### src/pkg/csa_pkg.sv
// package for the socket-A card port: constants, states and carrier structs
package csa_pkg;
  localparam int unsigned IP_WIDTH = 8;
  localparam int unsigned IOIS16_BIT = 2; // input-port line shared with the port-size input
  localparam logic [7:0] IP_RESET = 8'h00;
  // access request from the card controller core
  typedef struct packed {
    logic is_io;    // 1: i/o region, 0: memory region
    logic addr_lsb; // lowest address bit
    logic wide;     // memory access asks for 16 bits
  } csa_req_s;
  // state of one card transaction
  typedef enum logic [1:0] {
    ST_IDLE = 2'b00,
    ST_ADDR = 2'b01,
    ST_DATA = 2'b10,
    ST_DONE = 2'b11
  } csa_state_e;
endpackage

### src/hw/csa_port.sv
// socket-A card port: address strobe, byte enables, wait stretch, input-port sensing
`timescale 1ns/1ps
`default_nettype none
// Function
// - pulse the address latch strobe when a socket-A access starts.
// - even byte enable drives even-addressed byte transfers.
// - odd byte enable drives odd-addressed byte transfers.
// - card holding wait low keeps the transaction from completing.
// - sample the eight input-port lines continuously into the level register.
// - record each input-port line change in a sticky change register.
// - sample port-size input when an i/o access starts; asserted means 16-bit.
module csa_port (
  input wire logic sys_clk_i, // 200 mhz system clock
  input wire logic reset_i, // synchronous reset, active high
  input wire logic clk_en_i, // freezes all state while low
  input wire logic req_valid_i, // start a socket-A access
  input wire csa_pkg::csa_req_s req_i, // access attributes
  input wire logic wait_n_i, // card wait pin, low stretches
  input wire logic [csa_pkg::IP_WIDTH-1:0] input_port_i, // card input-port pins
  input wire logic [csa_pkg::IP_WIDTH-1:0] change_clr_i, // write-one-to-clear change bits
  output logic busy_o, // transaction in progress
  output logic done_o, // one-cycle pulse at completion
  output logic sock_a_addr_latch_o, // address latch strobe, high for one cycle
  output logic sock_a_even_byte_en_n_o, // even byte card enable, active low
  output logic sock_a_odd_byte_en_n_o, // odd byte card enable, active low
  output logic io16_o, // port size seen at last i/o start
  output logic [csa_pkg::IP_WIDTH-1:0] pin_input_level_reg_o, // current line levels
  output logic [csa_pkg::IP_WIDTH-1:0] pin_status_change_reg_o // sticky change flags
);
  ////////////////////////////////////////////////////////////////////////////
  // pin synchronisers: the card pins are asynchronous to the system clock
  logic [csa_pkg::IP_WIDTH-1:0] ip_meta_ff, ip_sync_ff;
  logic wait_meta_ff, wait_sync_ff;
  always_ff @(posedge sys_clk_i) begin
    if (reset_i) begin
      ip_meta_ff <= csa_pkg::IP_RESET;
      ip_sync_ff <= csa_pkg::IP_RESET;
      wait_meta_ff <= 1'b1;
      wait_sync_ff <= 1'b1;
    end else if (clk_en_i) begin
      ip_meta_ff <= input_port_i;
      ip_sync_ff <= ip_meta_ff;
      wait_meta_ff <= wait_n_i;
      wait_sync_ff <= wait_meta_ff;
    end
  end

  ////////////////////////////////////////////////////////////////////////////
  // input-port level and change registers
  logic [csa_pkg::IP_WIDTH-1:0] level_ff, change_ff;
  logic [csa_pkg::IP_WIDTH-1:0] nxt_change;
  genvar gi;
  // per line: a new edge wins over a clear in the same cycle so none is lost
  generate
    for (gi = 0; gi < csa_pkg::IP_WIDTH; gi++) begin : g_line
      assign nxt_change[gi] = (ip_sync_ff[gi] != level_ff[gi]) | (change_ff[gi] & ~change_clr_i[gi]);
    end
  endgenerate
  always_ff @(posedge sys_clk_i) begin
    if (reset_i) begin
      level_ff <= csa_pkg::IP_RESET;
      change_ff <= '0;
    end else if (clk_en_i) begin
      level_ff <= ip_sync_ff;
      change_ff <= nxt_change;
    end
  end
  // first sample after reset may flag lines already high; software clears them
  assign pin_input_level_reg_o = level_ff;
  assign pin_status_change_reg_o = change_ff;

  ////////////////////////////////////////////////////////////////////////////
  // transaction sequencer: addr cycle, data cycles stretched by wait, done
  csa_pkg::csa_state_e state_ff, nxt_state;
  logic start, data_end, wide_now, nxt_busy;
  logic even_n_ff, odd_n_ff, ale_ff, done_ff, io16_ff, busy_ff, settled_ff;
  // a request is taken only in idle; one that arrives while busy is dropped, not queued
  assign start = (state_ff == csa_pkg::ST_IDLE) && req_valid_i;
  // port size pin is the synchronised shared input-port line
  assign wide_now = req_i.is_io ? ip_sync_ff[csa_pkg::IOIS16_BIT] : req_i.wide;
  // the wait synchroniser lags the pin by two edges, so wait is trusted only from the
  // second data cycle on: a card that pulls wait low in answer to the strobe is always seen,
  // at the cost of one extra cycle on every access
  assign data_end = (state_ff == csa_pkg::ST_DATA) && settled_ff && wait_sync_ff;
  // busy is registered from the next state so the output comes straight from a flop
  assign nxt_busy = (nxt_state != csa_pkg::ST_IDLE);
  always_comb begin
    nxt_state = state_ff;
    case (state_ff)
      csa_pkg::ST_IDLE: if (req_valid_i) nxt_state = csa_pkg::ST_ADDR;
      csa_pkg::ST_ADDR: nxt_state = csa_pkg::ST_DATA;
      csa_pkg::ST_DATA: if (data_end) nxt_state = csa_pkg::ST_DONE;
      csa_pkg::ST_DONE: nxt_state = csa_pkg::ST_IDLE;
      default: nxt_state = csa_pkg::ST_IDLE;
    endcase
  end
  // enables latch at start and hold to done; released on the done cycle
  // they are kept active low in their flops so the pins need no gate after the register
  always_ff @(posedge sys_clk_i) begin
    if (reset_i) begin
      state_ff <= csa_pkg::ST_IDLE;
      busy_ff <= 1'b0;
      settled_ff <= 1'b0;
      even_n_ff <= 1'b1;
      odd_n_ff <= 1'b1;
      ale_ff <= 1'b0;
      done_ff <= 1'b0;
      io16_ff <= 1'b0;
    end else if (clk_en_i) begin
      state_ff <= nxt_state;
      busy_ff <= nxt_busy;
      settled_ff <= (state_ff == csa_pkg::ST_DATA);
      ale_ff <= start;
      done_ff <= data_end;
      if (start) begin
        even_n_ff <= ~(wide_now | ~req_i.addr_lsb);
        odd_n_ff <= ~(wide_now | req_i.addr_lsb);
        if (req_i.is_io) io16_ff <= ip_sync_ff[csa_pkg::IOIS16_BIT];
      end else if (data_end) begin
        even_n_ff <= 1'b1;
        odd_n_ff <= 1'b1;
      end
    end
  end
  // every pin and status output comes straight from a flop
  assign sock_a_addr_latch_o = ale_ff;
  assign sock_a_even_byte_en_n_o = even_n_ff;
  assign sock_a_odd_byte_en_n_o = odd_n_ff;
  assign done_o = done_ff;
  assign busy_o = busy_ff;
  assign io16_o = io16_ff;
endmodule // csa_port
`default_nettype wire

### config.mk
export PLATFORM = sky130hd
export DESIGN_NAME = csa_port
export DESIGN_NICKNAME = d
export VERILOG_FILES = /design/src/pkg/csa_pkg.sv /design/src/hw/csa_port.sv
export SDC_FILE = /design/constraint.sdc
export NUM_CORES = 1
export LEC_CHECK = 0
export BUFFER_PORTS_ARGS = -buffer_cell sky130_fd_sc_hd__buf_2
export CELL_PAD_IN_SITES_DETAIL_PLACEMENT = 1
export CELL_PAD_IN_SITES_GLOBAL_PLACEMENT = 1
export CORE_MARGIN = 3
export CORE_UTILIZATION = 41
export CTS_BUF_LIST = sky130_fd_sc_hd__clkbuf_4 sky130_fd_sc_hd__clkbuf_8
export DETAILED_ROUTE_END_ITERATION = 8
export PLACE_DENSITY_LB_ADDON = 0.12
export SLEW_MARGIN = 15
export SYNTH_ARGS = -nofsm -noshare
export SYNTH_HDL_FRONTEND = slang
export SYNTH_SLANG_ARGS = --single-unit
### constraint.sdc
create_clock -name sys_clk_i -period 1.4 [get_ports sys_clk_i]
set_input_delay 0.28 -clock sys_clk_i [delete_from_list [all_inputs] [get_ports sys_clk_i]]
set_output_delay 0.28 -clock sys_clk_i [all_outputs]
set_load 0.01 [all_outputs]
==> impl_metrics.csv <==
group,metric,value,unit
worst_setup_path,crit_path_start_kind,"flip-flop",
clock_network,clock_path_buffers,2,
sta,finalMaxSlewViolations,0,
worst_setup_path,cp-startpoint,"state_ff[0]",
sta,finClkSkew,0.00501,ns
clock_network,tritoncts,"done",
cells_and_area,drive_gt1_share,28.8,%
synthesis,synth_fa_ha_area_share,2.16,%
worst_setup_path,arrival_worst_endpoint,1.52,ns
pwr,power.share.clock,35.3,%
worst_setup_path,depth_of_the_worst_register_to_register_path,5,
cells_and_area,leading_cell_type_in_the_layout_fill_and_taps_excluded,"buf_2",
clock_network,cts.reportedPaths.clkPinSlew,0.08,ns
pwr,total_leakage_power,1.05,nW
floorplan,core_area,0.00406,sq mm
drt,drt_iter0_drc,33,
cells_and_area,net_count_of_the_finished_layout,248,
sta,hold_viol_final,0,
synthesis,synthMuxAreaShare,17.3,%
clock_network,clock_tree.root_cell,"clkbuf_8",
clock_network,h-tree-depth,2,
worst_setup_path,crit_end,"state_ff[0]",
placement,io_buffers,45,
sta,timing.slew.headroom,80.7,%
global_route,grt_pass1_wl,6.29,mm
pwr,comb_power_share,11.0,%
sta,fmax,754,MHz
global_route,grt_start_max_net_pins,31,
synthesis,yosys_register_bits,43,
global_route,grt.overflow.total,0,
floorplan,rows,23,
synthesis,yosys.area_share.simple,13.5,%
global_route,first_global_vias,1382,
synthesis,synth-warning-count,0,
pwr,worst_ir_drop_vdd,0.677,mV
floorplan,die-height,71.1,um
pwr,switching_share,23.2,%
synthesis,yosysSeqAreaShare,49.6,%
sta,setup_violations,0,
global_route,grt_use_total,15.6,%
synthesis,synth_top_family_by_area,"multiplexers",
floorplan,top_level_ports,46,
drt,detail-route-antenna-nets,0,
placement,post-dp-hpwl,2.86,mm
synthesis,synth_area_in_compound_gates,7.56,%
clock_network,clk-insertion-delay-late,0.28,ns
pwr,pwr-share-seq,53.7,%
sta,tightestPinTransition,0.289,ns
clock_network,cts_inserted_buffers,5,
synthesis,post_synth_xor_area_fraction,4.03,%
synthesis,synth.distinct_cells,22,
placement,weighted_congestion_reported_at_the_end_of_routability_driven_placement,0.754,
drt,post_drt_wl_per_cell,13.8,um
worst_hold_path,hold_path.class,"input port to flip-flop",
worst_setup_path,crit-reg2reg-launch,"state_ff[0]",
worst_setup_path,critical_path_class,"flip-flop to flip-flop",
floorplan,start_util,42.8,%
job,number_of_maximum_capacitance_violations,0,
drt,detail_route.first_pass.iterations,4,
sta,post-route-min-period,1.33,ns
cells_and_area,antenna_cells_inserted,0,
worst_hold_path,whs_path_depth,3,
placement,place.detailed.instances,264,
drt,drt-total-wl,3.76,mm
sta,setup_repair_after_global_routing_missed_its_margin,"no",
worst_setup_path,minimum_setup_slack_among_reg_to_reg_paths,0.07,ns
cells_and_area,post_layout_nonfiller_instances,272,
clock_network,cts_setup_buffers,0,
status,run_status,"complete, no violations",
floorplan,floorplan.die.width,71.1,um
pwr,power.density,1160,mW/mm^2
sta,period_share,94.7,%
cells_and_area,leading_cell_types_in_the_layout_fill_and_taps_excluded,"45 x buf_2, 41 x dfxtp_1, 39 x nor2_1",
worst_setup_path,cp-end-kind,"flip-flop",
synthesis,synthesis.nets,202,
floorplan,area_enclosed_by_the_die_boundary,0.00505,sq mm
drt,via_cell_ratio,5.00,
worst_setup_path,worstPathRequired,1.59,ns
drt,drc,0,
synthesis,synthesis.area_per_instance,9.92,sq um
clock_network,cts_num_sinks,43,
pwr,switching_power,0.564,mW
pwr,power_report.internal_total,1.87,mW
synthesis,post_synth_instance_area,0.00174,sq mm
synthesis,syn_inst,175,
drt,detailroute.via_count,1359,
cells_and_area,area_growth_syn_to_layout,21.1,%
worst_setup_path,path_max_fanout,3,
sta,setup-tns-final,0,ns
worst_setup_path,r2r_end,"state_ff[0]",
global_route,antenna_found_initial,0,
==> power by group through the flow <==
stage	combinational, mW	clock [mW]	sequential [mW]
after floorplan	0.173	0	1.34
after global placement	0.251	0	1.33
after detailed placement	0.268	0	1.33
after CTS	0.273	0.882	1.30
after global routing	0.299	0.942	1.31
final	0.268	0.858	1.30
==> kinds of logic after synthesis <==
| family | Yosys count |
|---|---|
| mux | 30 |
| buf+inv | 16 |
| flops | 43 |
| fa+ha+maj | 3 |
| compound gates | 19 |
| xor+xnor | 8 |
| simple gates | 56 |
==> cell usage after synthesis <==
cell type	instances	area (sq um)
clkbuf_1	3	11.3
a22oi_1	8	60.1
buf_2	3	15.0
nand3_2	1	10.0
a31oi_1	3	18.8
ha_1	3	37.5
nand4_1	1	6.26
mux2i_1	30	300
a211oi_1	3	22.5
nand4_2	1	12.5
inv_2	1	3.75
xor2_1	8	70.1
a21o_1	1	7.51
inv_1	4	15.0
nor2_1	39	146
nor3b_1	1	7.51
a21oi_1	3	15.0
dfxtp_1	43	861
nand2_1	12	45.0
o31ai_1	1	7.51
buf_6	5	56.3
nand3b_1	1	7.51
==> worst min-delay path by stage <==
stage | from | to | slack [ns]
after floorplan | wait_n_i | wait_meta_ff | 0.41
after global placement | done_o | done_o | 0.45
after detailed placement | sock_a_addr_latch_o | sock_a_addr_latch_o | 0.47
after CTS | wait_n_i | wait_meta_ff | 0.22
after global routing | wait_n_i | wait_meta_ff | 0.21
final | wait_n_i | wait_meta_ff | 0.22
==> what timing repair did <==
item                                    CTS  global route
gates cloned                              0             0
hold buffers                              0             0
endpoints found under the setup margin    1             2
gates resized for setup                   1             2
==> registers in the layout (all words and copies together), names as in the netlist, 2 cells and up <==
register,flops
state_ff,2
pin_status_change_reg_o,8
pin_input_level_reg_o,8
ip_sync_ff,8
ip_meta_ff,8
==> worst max-delay path, cell delays in order (launching register included) <==
cell and delay, ns:
dfxtp_2 0.34, inv_1 0.08, ha_1 0.23, nand3b_1 0.18
a21o_1 0.20, a211oi_2 0.22
==> stage by stage <==
stage / hold WS (ns) / cell area, sq um / util (%) / setup WS (ns) / power (mW)
after floorplan: 0.407 / 1740 / - / 0.235 / 1.51
after global placement: 0.448 / 1990 / 49.1 / 0.199 / 1.58
after detailed placement: 0.466 / 1990 / 49.1 / 0.0195 / 1.60
after CTS: 0.219 / 2100 / 51.8 / 0.0503 / 2.46
after global routing: 0.214 / 2100 / 51.8 / 0.00781 / 2.55
final: 0.220 / 2100 / 51.8 / 0.0736 / 2.43
==> area by class of cell <==
class                           instances  area [sq um]
Fill cell                             469          1950
Sequential cell                        43           863
Inverter                                5          18.8
Multi-Input combinational cell        116           779
Clock buffer                            8           104
Tap cell                               50          62.6
Timing Repair Buffer                   50           275
==> per-layer routing <==
layer	GRT usage, %	vias up	routed length [um]
met1	17.1	645	1570
li1	-	681	-
met3	3.98	7	146
met5	0	-	0
met4	5.01	0	53
met2	29.2	26	2000
Power figures use the tool's default switching activity.
